**src/inc/tmpr_pkg.sv**
```systemverilog
/*
 Constants, register offsets and reset values of the temperature monitor
 register file.
 Assumes a bus engine that hands over decoded byte commands on core_clk.
*/
package tmpr_pkg;
	// ****************************************
	// Read addresses
	// ****************************************
	localparam logic [7:0] RD_LOCAL_HIGH = 8'h00;
	localparam logic [7:0] RD_REMOTE_HIGH = 8'h01;
	localparam logic [7:0] RD_STATUS = 8'h02;
	localparam logic [7:0] RD_CONFIG_ONE = 8'h03;
	localparam logic [7:0] RD_RATE = 8'h04;
	localparam logic [7:0] RD_LOCAL_UP_HI = 8'h05;
	localparam logic [7:0] RD_LOCAL_LO_HI = 8'h06;
	localparam logic [7:0] RD_REMOTE_UP_HI = 8'h07;
	localparam logic [7:0] RD_REMOTE_LO_HI = 8'h08;
	localparam logic [7:0] RD_REMOTE_LOW = 8'h10;
	localparam logic [7:0] RD_LOCAL_LOW = 8'h15;
	localparam logic [7:0] RD_PART_ID = 8'hfd;
	localparam logic [7:0] RD_MAKER_ID = 8'hfe;
	// ****************************************
	// Write-only addresses and split write addresses
	// ****************************************
	localparam logic [7:0] WR_CONFIG_ONE = 8'h09;
	localparam logic [7:0] WR_RATE = 8'h0a;
	localparam logic [7:0] WR_LOCAL_UP_HI = 8'h0b;
	localparam logic [7:0] WR_LOCAL_LO_HI = 8'h0c;
	localparam logic [7:0] WR_REMOTE_UP_HI = 8'h0d;
	localparam logic [7:0] WR_REMOTE_LO_HI = 8'h0e;
	localparam logic [7:0] WR_ONE_SHOT = 8'h0f;
	localparam logic [7:0] WR_SOFT_RESET = 8'hfc;
	// ****************************************
	// Read/write at the same address
	// ****************************************
	localparam logic [7:0] RW_REMOTE_UP_LO = 8'h13;
	localparam logic [7:0] RW_REMOTE_LO_LO = 8'h14;
	localparam logic [7:0] RW_LOCAL_UP_LO = 8'h16;
	localparam logic [7:0] RW_LOCAL_LO_LO = 8'h17;
	localparam logic [7:0] RW_IDEALITY = 8'h18;
	localparam logic [7:0] RW_REMOTE_CRIT = 8'h19;
	localparam logic [7:0] RW_CONFIG_TWO = 8'h1a;
	localparam logic [7:0] RW_CHAN_DISABLE = 8'h1f;
	localparam logic [7:0] RW_LOCAL_CRIT = 8'h20;
	localparam logic [7:0] RW_HYSTERESIS = 8'h21;
	localparam logic [7:0] RW_FAULT_QUEUE = 8'h22;
	localparam logic [7:0] RW_BETA = 8'h25;
	// ****************************************
	// Reset values and field masks
	// ****************************************
	localparam logic [7:0] RST_SELECTOR = 8'h00;
	localparam logic [7:0] RST_STATUS = 8'h80;
	localparam logic [7:0] RST_CONFIG_ONE = 8'h00;
	localparam logic [7:0] RST_RATE = 8'h07;
	localparam logic [7:0] RST_UPPER_HI = 8'h55;
	localparam logic [7:0] RST_ZERO = 8'h00;
	localparam logic [7:0] RST_CRIT_STD = 8'h55;
	localparam logic [7:0] RST_CRIT_HIGH = 8'h69;
	localparam logic [7:0] RST_CONFIG_TWO = 8'h1c;
	localparam logic [7:0] RST_HYSTERESIS = 8'h0a;
	localparam logic [7:0] RST_FAULT_QUEUE = 8'h70;
	localparam logic [7:0] RST_BETA = 8'h08;
	localparam logic [7:0] MASK_CONFIG_ONE = 8'he4;
	localparam logic [7:0] MASK_RATE = 8'h0f;
	localparam logic [7:0] MASK_LOW_NIBBLE = 8'hf0;
	localparam logic [7:0] MASK_CONFIG_TWO = 8'h1c;
	localparam logic [7:0] MASK_CHAN = 8'h03;
	localparam logic [7:0] MASK_FAULT_QUEUE = 8'h7e;
	localparam logic [7:0] MASK_BETA = 8'h0f;
	// Arbitrary identity values, not those of any real part
	localparam logic [7:0] PART_ID_VALUE = 8'ha5;
	localparam logic [7:0] MAKER_ID_VALUE = 8'h5a;
	// ****************************************
	// Link timing: core clock 20 MHz, two synchroniser stages
	// ****************************************
	localparam int CORE_CLK_MHZ = 20;
	localparam int SYNC_STAGES = 2;

	typedef enum logic [1:0] {
		TMPR_CH_NONE = 2'b00,
		TMPR_CH_LOCAL = 2'b01,
		TMPR_CH_REMOTE = 2'b11
	} tmpr_chan_t;
endpackage : tmpr_pkg

```
**src/logic/tmpr_regfile.sv**
```systemverilog
/*
 Pointer-addressed register file of a local plus remote temperature
 monitor, single remote channel map.
 Assumes a two-wire protocol engine on core_clk that delivers one-cycle
 pulses: ptr_wr_stb with the selector byte, data_wr_stb with each data
 byte, rd_stb per byte read. Conversion results and comparator flags
 arrive from a measurement engine on the same clock.
*/
module tmpr_regfile
	import tmpr_pkg::*;
#(
	parameter bit HIGH_THRESHOLD = 1'b0
)
(
	// Clock and reset
	input wire logic core_clk,
	input wire logic sys_rst,
	// Bus engine byte commands
	input wire logic ptr_wr_stb,
	input wire logic [7:0] ptr_wr_data,
	input wire logic data_wr_stb,
	input wire logic [7:0] data_wr_data,
	input wire logic rd_stb,
	input wire logic rd_first,
	output logic [7:0] rd_data,
	// Measurement engine
	input wire logic local_result_valid,
	input wire logic [11:0] local_result_bits,
	input wire logic remote_result_valid,
	input wire logic [11:0] remote_result_bits,
	input wire logic busy,
	input wire logic local_over_upper_flag,
	input wire logic local_under_lower_flag,
	input wire logic remote_over_upper_flag,
	input wire logic remote_under_lower_flag,
	input wire logic open_diode_flag,
	input wire logic remote_critical_flag,
	input wire logic local_critical_flag,
	// Control outputs
	output logic one_shot_req,
	output logic soft_reset_pulse,
	output logic [7:0] config_one,
	output logic [3:0] rate_code,
	output logic [7:0] config_two,
	output logic [1:0] channel_disable,
	output logic [7:0] ideality_correction,
	output logic [3:0] beta_code,
	output logic [7:0] local_critical_limit,
	output logic [7:0] remote_critical_limit,
	output logic [7:0] critical_hysteresis,
	output logic [2:0] therm_fault_count,
	output logic [2:0] alert_fault_count,
	output logic [15:0] local_upper_limit,
	output logic [15:0] local_lower_limit,
	output logic [15:0] remote_upper_limit,
	output logic [15:0] remote_lower_limit
);
	// ****************************************
	// Selector and local reset
	// ****************************************
	logic [7:0] selector;
	logic clear;
	logic wr_hit;
	logic [7:0] crit_reset;
	tmpr_chan_t last_high;
	logic [7:0] status_flags;

	assign crit_reset = HIGH_THRESHOLD ? RST_CRIT_HIGH : RST_CRIT_STD;
	// Software reset restores power-on state one cycle after the write
	assign clear = sys_rst | soft_reset_pulse;
	assign wr_hit = data_wr_stb;

	function automatic logic wr_at(input logic [7:0] sel, input logic [7:0] addr);
		wr_at = (sel == addr);
	endfunction : wr_at

	always_ff @(posedge core_clk)
	begin
		if (clear)
			selector <= RST_SELECTOR;
		else if (ptr_wr_stb)
			selector <= ptr_wr_data;
	end
	// Selector is not advanced by reads, so repeated reads stay put

	// ****************************************
	// Trigger writes
	// ****************************************
	always_ff @(posedge core_clk)
	begin
		if (sys_rst)
		begin
			soft_reset_pulse <= 1'b0;
			one_shot_req <= 1'b0;
		end
		else
		begin
			soft_reset_pulse <= wr_hit && wr_at(selector, WR_SOFT_RESET);
			one_shot_req <= wr_hit && wr_at(selector, WR_ONE_SHOT) && !soft_reset_pulse;
		end
	end

	// ****************************************
	// Configuration registers
	// ****************************************
	always_ff @(posedge core_clk)
	begin
		if (clear)
		begin
			config_one <= RST_CONFIG_ONE;
			rate_code <= RST_RATE[3:0];
			config_two <= RST_CONFIG_TWO;
			channel_disable <= RST_ZERO[1:0];
			ideality_correction <= RST_ZERO;
			beta_code <= RST_BETA[3:0];
			critical_hysteresis <= RST_HYSTERESIS;
			{therm_fault_count, alert_fault_count} <= RST_FAULT_QUEUE[6:1];
		end
		else if (wr_hit)
		begin
			unique case (selector)
				WR_CONFIG_ONE: config_one <= data_wr_data & MASK_CONFIG_ONE;
				WR_RATE: rate_code <= data_wr_data[3:0];
				RW_CONFIG_TWO: config_two <= data_wr_data & MASK_CONFIG_TWO;
				RW_CHAN_DISABLE: channel_disable <= data_wr_data[1:0];
				RW_IDEALITY: ideality_correction <= data_wr_data;
				RW_BETA: beta_code <= data_wr_data[3:0];
				RW_HYSTERESIS: critical_hysteresis <= data_wr_data;
				RW_FAULT_QUEUE: {therm_fault_count, alert_fault_count} <= data_wr_data[6:1];
				default: ;
			endcase
		end
	end

	// ****************************************
	// Limit registers
	// ****************************************
	always_ff @(posedge core_clk)
	begin
		if (clear)
		begin
			local_upper_limit <= {RST_UPPER_HI, RST_ZERO};
			local_lower_limit <= {RST_ZERO, RST_ZERO};
			remote_upper_limit <= {RST_UPPER_HI, RST_ZERO};
			remote_lower_limit <= {RST_ZERO, RST_ZERO};
			local_critical_limit <= crit_reset;
			remote_critical_limit <= crit_reset;
		end
		else if (wr_hit)
		begin
			// Separate write addresses for the high bytes
			unique case (selector)
				WR_LOCAL_UP_HI: local_upper_limit[15:8] <= data_wr_data;
				WR_LOCAL_LO_HI: local_lower_limit[15:8] <= data_wr_data;
				WR_REMOTE_UP_HI: remote_upper_limit[15:8] <= data_wr_data;
				WR_REMOTE_LO_HI: remote_lower_limit[15:8] <= data_wr_data;
				RW_LOCAL_UP_LO: local_upper_limit[7:0] <= data_wr_data & MASK_LOW_NIBBLE;
				RW_LOCAL_LO_LO: local_lower_limit[7:0] <= data_wr_data & MASK_LOW_NIBBLE;
				RW_REMOTE_UP_LO: remote_upper_limit[7:0] <= data_wr_data & MASK_LOW_NIBBLE;
				RW_REMOTE_LO_LO: remote_lower_limit[7:0] <= data_wr_data & MASK_LOW_NIBBLE;
				RW_LOCAL_CRIT: local_critical_limit <= data_wr_data;
				RW_REMOTE_CRIT: remote_critical_limit <= data_wr_data;
				default: ;
			endcase
		end
	end

	// ****************************************
	// Status and result coherence
	// ****************************************
	always_ff @(posedge core_clk)
	begin
		if (clear)
			status_flags <= RST_STATUS;
		else
			status_flags <= {busy, local_over_upper_flag, local_under_lower_flag,
				remote_over_upper_flag, remote_under_lower_flag, open_diode_flag,
				remote_critical_flag, local_critical_flag};
	end

	logic take_local;
	logic take_remote;
	logic lapse_local;
	logic lapse_remote;
	logic [7:0] local_hi;
	logic [7:0] local_lo;
	logic [7:0] remote_hi;
	logic [7:0] remote_lo;

	// A high byte read captures; any later read other than that channel's low byte or a continued read drops the guarantee
	assign take_local = rd_stb && rd_first && selector == RD_LOCAL_HIGH;
	assign take_remote = rd_stb && rd_first && selector == RD_REMOTE_HIGH;
	assign lapse_local = rd_stb && !take_local &&
		!(last_high == TMPR_CH_LOCAL && (selector == RD_LOCAL_LOW || !rd_first));
	assign lapse_remote = rd_stb && !take_remote &&
		!(last_high == TMPR_CH_REMOTE && (selector == RD_REMOTE_LOW || !rd_first));

	always_ff @(posedge core_clk)
	begin
		if (clear)
			last_high <= TMPR_CH_NONE;
		else if (take_local)
			last_high <= TMPR_CH_LOCAL;
		else if (take_remote)
			last_high <= TMPR_CH_REMOTE;
		else if (rd_stb && rd_first)
			last_high <= TMPR_CH_NONE;
	end

	tmpr_snapshot local_snap (
		.core_clk(core_clk),
		.clear(clear),
		.result_valid(local_result_valid),
		.result_bits(local_result_bits),
		.take_high(take_local),
		.lapse(lapse_local),
		.high_byte(local_hi),
		.low_byte(local_lo)
	);

	tmpr_snapshot remote_snap (
		.core_clk(core_clk),
		.clear(clear),
		.result_valid(remote_result_valid),
		.result_bits(remote_result_bits),
		.take_high(take_remote),
		.lapse(lapse_remote),
		.high_byte(remote_hi),
		.low_byte(remote_lo)
	);

	// ****************************************
	// Read data
	// ****************************************
	logic [7:0] next_rd_data;

	always_comb
	begin
		next_rd_data = 8'h00;
		if (!rd_first && last_high == TMPR_CH_LOCAL)
			next_rd_data = local_lo;
		else if (!rd_first && last_high == TMPR_CH_REMOTE)
			next_rd_data = remote_lo;
		else
		begin
			unique case (selector)
				RD_LOCAL_HIGH: next_rd_data = local_hi;
				RD_LOCAL_LOW: next_rd_data = local_lo;
				RD_REMOTE_HIGH: next_rd_data = remote_hi;
				RD_REMOTE_LOW: next_rd_data = remote_lo;
				RD_STATUS: next_rd_data = status_flags;
				RD_CONFIG_ONE: next_rd_data = config_one;
				RD_RATE: next_rd_data = {4'h0, rate_code};
				RD_LOCAL_UP_HI: next_rd_data = local_upper_limit[15:8];
				RD_LOCAL_LO_HI: next_rd_data = local_lower_limit[15:8];
				RD_REMOTE_UP_HI: next_rd_data = remote_upper_limit[15:8];
				RD_REMOTE_LO_HI: next_rd_data = remote_lower_limit[15:8];
				RW_LOCAL_UP_LO: next_rd_data = local_upper_limit[7:0];
				RW_LOCAL_LO_LO: next_rd_data = local_lower_limit[7:0];
				RW_REMOTE_UP_LO: next_rd_data = remote_upper_limit[7:0];
				RW_REMOTE_LO_LO: next_rd_data = remote_lower_limit[7:0];
				RW_IDEALITY: next_rd_data = ideality_correction;
				RW_REMOTE_CRIT: next_rd_data = remote_critical_limit;
				RW_CONFIG_TWO: next_rd_data = config_two;
				RW_CHAN_DISABLE: next_rd_data = {6'h00, channel_disable};
				RW_LOCAL_CRIT: next_rd_data = local_critical_limit;
				RW_HYSTERESIS: next_rd_data = critical_hysteresis;
				RW_FAULT_QUEUE: next_rd_data = {1'b0, therm_fault_count, alert_fault_count, 1'b0};
				RW_BETA: next_rd_data = {4'h0, beta_code};
				RD_PART_ID: next_rd_data = PART_ID_VALUE;
				RD_MAKER_ID: next_rd_data = MAKER_ID_VALUE;
				// Write-only and unmapped addresses read zero
				default: next_rd_data = 8'h00;
			endcase
		end
	end

	// Data is registered on the read strobe, held until the next one
	always_ff @(posedge core_clk)
	begin
		if (clear)
			rd_data <= 8'h00;
		else if (rd_stb)
			rd_data <= next_rd_data;
	end
endmodule : tmpr_regfile

```
**src/logic/tmpr_snapshot.sv**
```systemverilog
/*
 Result snapshot for one channel: holds the low nibble of the conversion
 whose high byte was last read, so a following low byte read is coherent.
 Assumes result updates and read strobes on the same clock.
*/
module tmpr_snapshot
	import tmpr_pkg::*;
(
	// Clock and reset
	input wire logic core_clk,
	input wire logic clear,
	// Conversion result
	input wire logic result_valid,
	input wire logic [11:0] result_bits,
	// Read control
	input wire logic take_high,
	input wire logic lapse,
	// Bytes
	output logic [7:0] high_byte,
	output logic [7:0] low_byte
);
	logic [11:0] live;
	logic [3:0] held;
	logic held_valid;

	// Live result, zero until the first measurement
	always_ff @(posedge core_clk)
	begin
		if (clear)
			live <= 12'h000;
		else if (result_valid)
			live <= result_bits;
	end

	// Capture the low nibble together with the high byte
	always_ff @(posedge core_clk)
	begin
		if (clear)
		begin
			held <= 4'h0;
			held_valid <= 1'b0;
		end
		else if (take_high)
		begin
			held <= live[3:0];
			held_valid <= 1'b1;
		end
		else if (lapse)
			held_valid <= 1'b0;
	end

	assign high_byte = live[11:4];
	// Without a fresh capture the low byte shows the live value
	assign low_byte = {(held_valid ? held : live[3:0]), 4'h0};
endmodule : tmpr_snapshot

```
**config.mk**
```make
export PLATFORM = sky130hd
export DESIGN_NAME = tmpr_regfile
export DESIGN_NICKNAME = d
export VERILOG_FILES = /design/src/inc/tmpr_pkg.sv /design/src/logic/tmpr_regfile.sv /design/src/logic/tmpr_snapshot.sv
export SDC_FILE = /design/constraint.sdc
export NUM_CORES = 1
export LEC_CHECK = 0
export BUFFER_PORTS_ARGS = -buffer_cell sky130_fd_sc_hd__buf_2
export CORE_UTILIZATION = 40
export CTS_BUF_LIST = sky130_fd_sc_hd__clkbuf_4
export DETAILED_ROUTE_END_ITERATION = 16
export GPL_TIMING_DRIVEN = 0
export MAX_ROUTING_LAYER = met4
export PLACE_DENSITY_LB_ADDON = 0.25
export SYNTH_ARGS = -nofsm -noshare
export SYNTH_HDL_FRONTEND = slang
export SYNTH_SLANG_ARGS = --single-unit
```
**constraint.sdc**
```tcl
create_clock -name core_clk -period 2.75 [get_ports core_clk]
set_clock_uncertainty 0.15 [all_clocks]
set_input_delay 0.275 -clock core_clk [delete_from_list [all_inputs] [get_ports core_clk]]
set_output_delay 0.275 -clock core_clk [all_outputs]
set_load 0.05 [all_outputs]
```
; ---- After elaboration in Yosys (flattened, before gate mapping)
; Index checks and enable logic that the tools add are counted.
[classes]
n_eq_ne = 34
mux = 12
bitwise = 1
reduce_logical = 46
[op_table]
columns = cell, n
row1 = $pmux 8 s25, 1
row2 = $eq 8x5->1 const B, 10
row3 = $eq 8x4->1 const B, 8
row4 = $reduce_and 2->1, 18
row5 = $eq 8x3->1 const B, 4
row6 = $eq 8x6->1 const B, 4
row7 = $eq 8x8->1 const B, 3
row8 = $eq 8x2->1 const B, 2
row9 = $mux 8, 2
row10 = $logic_and 1x1->1, 14
row11 = $eq 8x1->1 const B, 1
row12 = $logic_not 8->1, 1
row13 = $mux 4, 2
row14 = $logic_not 1->1, 6
row15 = $reduce_bool 2->1, 3
row16 = $mux 1, 5
row17 = $mux 2, 2
row18 = $reduce_bool 3->1, 1
row19 = $eq 2x1->1 const B, 1
row20 = $eq 2x2->1 const B, 1
row21 = $logic_or 1x1->1, 2
row22 = $reduce_or 2->1, 1
row23 = $or 1x1->1, 1
[word_totals]
ff_bits = 165
in_bits = 56
output_inout_bits = 138

; ---- Longest topological paths before layout
; Gate-level depths: netlist of the first run.
[depth]
ltp_word = 7
ltp_mapped = 9

; ---- Hierarchy
; Synthesis of the first run repeated with hierarchy kept, for this count alone.
[unflattened]
hier_cells = 969
hier_area_um2 = 8334.2
[modules_own_cells]
columns = mod, instances, cells_per_inst, area_each_um2, seq_area_each_um2
row1 = tmpr_regfile, 1, 823, 6852.8, 2622.5
row2 = tmpr_snapshot, 2, 73, 740.7, 340.3

; ---- Least setup slack after synthesis of the first run
; No wires, ideal clock.
[synth_timing]
kind = register to register
startpoint = reg selector[2]
endpoint = reg rd_data[5]
setup_time_ps = 116
arrival_ps = 1970
required_ps = 2484
setup_slack_ps = 515
path_stages_with_launch = 9
synth_period_minus_slack_ps = 2235
cell_sequence = dfxtp_1 > buf_2 > buf_2 > buf_1 > mux2_2 > a32oi_1 > o32a_1 > o2111ai_1 > a31o_1
[synth_between]
elab_chain_cells = 4
word_cells_on_any_way = 28
classes_between = 24 x eq/ne / 3 x mux / 1 x reduce/logical
[synth_lines]
columns = element, line
row1 = from (decl), tmpr_regfile.sv:61  ; logic [7:0] selector;
row2 = from (signal assigned), tmpr_regfile.sv:82  ; selector <= ptr_wr_data;
row3 = $eq 8x8->1 (tied with other cells), tmpr_regfile.sv:246  ; unique case (selector)
row4 = $pmux 8 s25 *, tmpr_regfile.sv:246
row5 = $mux 8 *, tmpr_regfile.sv:242  ; else if (!rd_first && last_high == TMPR_CH_REMOTE)
row6 = $mux 8 *, tmpr_regfile.sv:240  ; if (!rd_first && last_high == TMPR_CH_LOCAL)
row7 = to (signal assigned), tmpr_regfile.sv:284  ; rd_data <= next_rd_data;
row8 = to (decl), tmpr_regfile.sv:25  ; output logic [7:0] rd_data,
; Mark *: on every way between the ends. The rest lies on a longest branch, timed or not.
; A chain may end at the register's enable or synchronous reset.

; ---- Worst setup path after layout of the first run
[layout_timing]
startpoint = reg selector[4]
endpoint = reg rd_data[7]
; Same word-level chain as after synthesis.

==> impl_metrics.toml, run 1 <==
[die]
ios = 194
fp.dieArea_um2 = 20500
coreArea_um2 = 19500
fp-row-count = 51
initial_utilization_pct = 40.9
die_w_um = 143
die_y_um = 143

[synth]
synthAdderAreaFrac_pct = 0
synth-async-reset-ratio_pct = 0
ys_ff_latch = 165
synth_edf_count = 0
avgSynthCellArea_um2 = 8.62
synthFlopType = "dfxtp_1"
synth_cell_types = 70
synth_top_family_by_area = "simple AND/OR/NAND/NOR gates"
synth-compound-area-share_pct = 13.5
synthSimpleGateAreaFrac_pct = 24.2
synthMuxAreaShare_pct = 14.0
yosysWarnings = 0
yosysSeqAreaShare_pct = 41.5
synth-xor-area-share_pct = 0
syn_area_um2 = 7950
synthCells = 923

[timing]
fin_setup_tns_ns = -0.131
rsz0062_at_grt = "true"
tightest_slew_ns = 0.985
finalSetupViolations = 2
finalCritPeriodShare_pct = 104
slew_headroom_pct = 34.3
fmax_ghz = 0.350
worst_slack_ns = -0.111
period_needed_ns = 2.86
hold_violations = 0
slew_violations = 0

[global_route]
grt_overflow = 0
grt_pass1_vias = 7572
grt_antenna_before_repair = 1
grt_pass1_wl_um = 47900
grt_max_degree = 17
track_usage_pct = 33.6

[worst_setup_path]
critPathTopFamily = "compound AO/OA/AOI/OAI gates"
worstPathArrival_ns = 3.23
critPathMaxStageDelay_ns = 0.62
end_kind = "flip-flop"
crit_type = "flip-flop to flip-flop"
slowest_stage = "a222oi_1"
critPathBufInv = 2
regToRegSetupSlack_ns = -0.11
cp_data_required_time_ns = 3.12
crit_fanout = 8
path_cells = "buf_6 -> buf_4 -> nand4_1 -> nor2_4 -> a222oi_1 -> o211ai_1 -> or4_4 -> a31o_1"
start_kind = "flip-flop"

[placed_design]
gp_congestion = 0.999
place_area_um2 = 9210
post-dp-hpwl_um = 24200
io_buffers = 167
dpl_worst_slack_ns = -0.308
placedCellCount = 1379

[power_and_ir_drop]
power_density_nw_per_um2 = 493
p_total_mw = 5.06
ir_drop_v = 0.000274
p_leak_nw = 4.42

[clock_tree]
cts_buffers = 17
cts_tree = "done"
cts_num_sinks = 165
root_buffer = "clkbuf_4"
clkTransAtPathRegs_ns = 0.16
insertion_delay_ns = 0.61
clock_tree.buffer_depth = 2
htree_levels = 4

[finish]
final_cell_mix = "buf_2 (178), dfxtp_1 (161), nor2_1 (108)"
mostFrequentLayoutCell = "buf_2"
fill_cells = 1887
fin_nets = 1249
instances_no_fill = 1471
syn2layout_area_growth_pct = 29.1
final_area_um2 = 10300
drive_above_1_share_pct = 25.4

[detailed_routing]
dr_total_vias = 8440
wl_um = 33200
drc = 0
firstDrtPassIters = 6
antenna_left = 0
dr.first_iter.drc_count = 1108
wire_per_inst_um = 22.6
vias_per_cell = 5.74

[worst_hold_path]
hold_class = "primary input to flip-flop"

[outcome]
status = "complete, but fails checks"
violations = "negative setup slack"

[run]
drv_cap = 0
cell usage after synthesis, types with 3 or more instances:
library cell,n,area share [%]
buf_4,27,2.5
a221oi_1,6,0.66
nand2_1,100,4.7
a31oi_1,5,0.39
mux2_2,10,1.4
a22oi_1,16,1.5
and2_1,8,0.63
o21ai_0,36,2.3
buf_2,18,1.1
a32o_1,4,0.50
clkbuf_1,43,2.0
nand2b_1,8,0.63
nand3_1,75,4.7
and3_1,7,0.55
buf_1,9,0.42
or3_1,4,0.31
mux2i_1,100,13
dfxtp_1,165,42
a31o_1,3,0.33
nand3b_1,6,0.57
nor4b_1,3,0.33
a2111oi_0,3,0.33
nand4_1,10,0.79
a21oi_1,54,3.4
o22ai_1,3,0.24
nor4_1,4,0.31
or4_1,3,0.28
nor3_1,8,0.50
a22o_1,5,0.55
nor2_1,111,5.2
nor2b_1,5,0.39
buf_6,4,0.57
a32oi_1,6,0.66
nor3_2,3,0.38
a211oi_1,4,0.38
nor3_4,3,0.61
path summary, 6_finish.rpt:
kind,to,from,depth (start not counted)
max,rd_data[7],selector[4],8
max reg2reg,rd_data[7],selector[4],8
min reg2reg,critical_hysteresis[5],critical_hysteresis[5],2
min,selector[0],ptr_wr_stb,3
flip-flops by register name, summed over array words and instances, names as in the netlist, 3 cells and up:
name                   cells
local_upper_limit         12
ideality_correction        8
config_two                 3
therm_fault_count          3
remote_upper_limit        12
rd_data                    8
beta_code                  4
local_snap.live           12
remote_lower_limit        12
remote_snap.held           4
status_flags               8
config_one                 4
alert_fault_count          3
remote_snap.live          12
local_critical_limit       8
rate_code                  4
local_lower_limit         12
remote_critical_limit      8
critical_hysteresis        8
selector                   8
local_snap.held            4
metal layers:
metal | global-route usage [%] | share of wire [%]
met4 | 16.0 | 4.7
met1 | 43.3 | 41
met2 | 50.4 | 45
met5 | - | 0
met3 | 6.41 | 9.8
metrics by stage:
step                util [%]  hold slack (ns)
finish                  52.8           0.0399
global route            52.8           0.0988
CTS                     52.1           0.0379
detailed placement      47.3            0.315
global placement        47.3            0.317
floorplan                  -            0.224
cell type report:
type,instances,area (um^2),area share (%)
inverters,2,7.51,0.0731
well taps,265,332,3.23
plain buffers,99,566,5.51
multi-input cells,679,4270,41.6
flip-flops and latches,165,3310,32.3
clock buffers,18,135,1.32
clock inverters,13,204,1.99
diodes,1,2.50,0.0244
repair buffers,229,1440,14.0
worst min-delay path, delay by kind of cell:
family,cells,cell delay [ns]
and+or+nand+nor,1,0.07
buffers and inverters,1,0.25
muxes,1,0.19
what timing repair did:
action                                  in CTS  in global routing
setup buffers                                0                  6
endpoints found under the hold margin       69                  0
hold buffers                                56                  0
pin swaps                                    1                  3
endpoints found under the setup margin      21                 23
gates resized for setup                     11                 34
report_power, final:
group	internal, mW	total [mW]	switching, mW
Combinational	0.293	0.855	0.563
Clock	0.819	1.73	0.911
Sequential	2.44	2.47	0.0384
logic make-up after synthesis:
logic type | after synthesis
AND/OR/NAND/NOR | 381
flip-flops | 165
AO/OA/AOI/OAI | 163
multiplexers | 110
buffers and inverters | 103
other | 1
Power figures use the tool's default switching activity.
==> inputs of run 2 (changes only) <==
- RECOVER_POWER: not set -> 50
==> impl_metrics.toml, run 2 (synthesis results as in run 1) <==
[outcome]
status = "complete, but fails checks"
violations = "negative setup slack"

[worst_setup_path]
cp_data_required_time_ns = 3.12
critPathMaxStageDelay_ns = 0.59
slowest_stage = "or4_4"
end_kind = "flip-flop"
critPathTopFamily = "compound AO/OA/AOI/OAI gates"
path_cells = "buf_6 -> buf_4 -> nand4_1 -> nor2_4 -> a222oi_1 -> o211ai_1 -> or4_4 -> a31o_1"
worstPathArrival_ns = 3.17
start_kind = "flip-flop"
r2r-start = "selector[4]"
setup.worst_path.start = "selector[4]"
crit_fanout = 8
crit_type = "flip-flop to flip-flop"
critPathBufInv = 2

[clock_tree]
root_buffer = "clkbuf_4"
cts_buffers = 17
cts_tree = "done"
clock_tree.buffer_depth = 2
clkTransAtPathRegs_ns = 0.16
htree_levels = 4
insertion_delay_ns = 0.61
cts_num_sinks = 165

[finish]
final_cell_mix = "buf_2 (177), dfxtp_1 (161), nor2_1 (108)"
syn2layout_area_growth_pct = 29.1
fin_nets = 1249
drive_above_1_share_pct = 25.3
fin_util_pct = 52.8
final_area_um2 = 10300
mostFrequentLayoutCell = "buf_2"

[global_route]
grt_max_degree = 17
track_usage_pct = 33.6
grt_pass1_wl_um = 47900
grt_busiest_layer = "met2"
use_met2_pct = 50.4
grt_overflow = 0
grt_antenna_before_repair = 1
grt_pass1_vias = 7572
use_met3_pct = 6.41
grt_util_met1_pct = 43.3

[die]
die_y_um = 143
fp.dieArea_um2 = 20500
initial_utilization_pct = 40.9
ios = 194
die_w_um = 143
fp-row-count = 51
coreArea_um2 = 19500

[power_and_ir_drop]
p_total_mw = 5.07
p_leak_nw = 4.41
ir_drop_v = 0.000277
power_density_nw_per_um2 = 494

[detailed_routing]
firstDrtPassIters = 5
vias_per_cell = 5.73
wl_um = 33300
antenna_left = 0
drc = 0
wire_per_inst_um = 22.6
dr_total_vias = 8423
dr.first_iter.drc_count = 1068

[timing]
tightest_slew_ns = 1.00
period_needed_ns = 2.80
worst_slack_ns = -0.0534
slew_headroom_pct = 33.0
fmax_ghz = 0.357
finalCritPeriodShare_pct = 102
finalSetupViolations = 2
rsz0062_at_grt = "true"
slew_violations = 0
fin_setup_tns_ns = -0.0709
hold_violations = 0

[placed_design]
io_buffers = 167
place_area_um2 = 9210
post-dp-hpwl_um = 24200
gp_congestion = 0.999

[run]
drv_cap = 0

[worst_hold_path]
hold_class = "primary input to flip-flop"
hp-start = "ptr_wr_stb"
## run 2: cell types whose count changed in the layout (fill, tap and decap cells not counted), sizes merged
cell	before	now
buf	228	227
clkbuf	62	63
## run 2: routing by layer
metal | up-vias | wire length [um]
met5 | - | 0
met4 | 0 | 1540
met3 | 102 | 3060
met2 | 539 | 14800
met1 | 3991 | 13800
li1 | 3791 | -
## run 2: power by group
part	internal, mW	total, mW	switching (mW)	leakage (nW)
registers	2.44	2.48	0.0386	1.34
clock network	0.819	1.74	0.922	0.184
logic	0.293	0.855	0.563	2.89
total	3.55	5.07	1.52	4.41
## run 2: worst paths after layout
path | cells after the start | to | slack [ns]
worst max-delay path | 8 | rd_data[7] | -0.05
worst max register to register | 8 | rd_data[7] | -0.05
worst min-delay path | 3 | selector[0] | 0.04
worst min register to register | 2 | critical_hysteresis[5] | 0.34
## run 2: layout make-up
class / count / area (um^2)
antenna: 1 / 2.50
buffer: 99 / 566
clock buffer: 18 / 135
clock inverter: 13 / 204
fill: 1888 / 9200
inverter: 2 / 7.51
multi-input combinational: 679 / 4270
sequential: 165 / 3310
tap: 265 / 332
timing repair buffer: 229 / 1440
## run 2: repair_timing
action | CTS | global route
endpoints found under the setup margin | 21 | 23
hold buffers | 56 | 0
endpoints found under the hold margin | 69 | 0
buffers inserted | 0 | 6
resized for setup | 11 | 34
pin swaps | 1 | 3
## run 2: stage by stage
| step | instances | hold WS (ns) | worst slack (ns) |
|---|---|---|---|
| after floorplan | 947 | 0.224 | 0.515 |
| after global placement | 1379 | 0.317 | -0.306 |
| after detailed placement | 1379 | 0.315 | -0.308 |
| after CTS | 1465 | 0.0379 | -0.0327 |
| after global routing | 1471 | 0.0988 | -0.0650 |
| final | 1471 | 0.0363 | -0.0534 |
## run 2: worst min-delay path, delay by kind of cell
| kind | cells | cell delay [ns] |
|---|---|---|
| buffers and inverters | 1 | 0.25 |
| multiplexers | 1 | 0.19 |
| AND/OR/NAND/NOR | 1 | 0.07 |
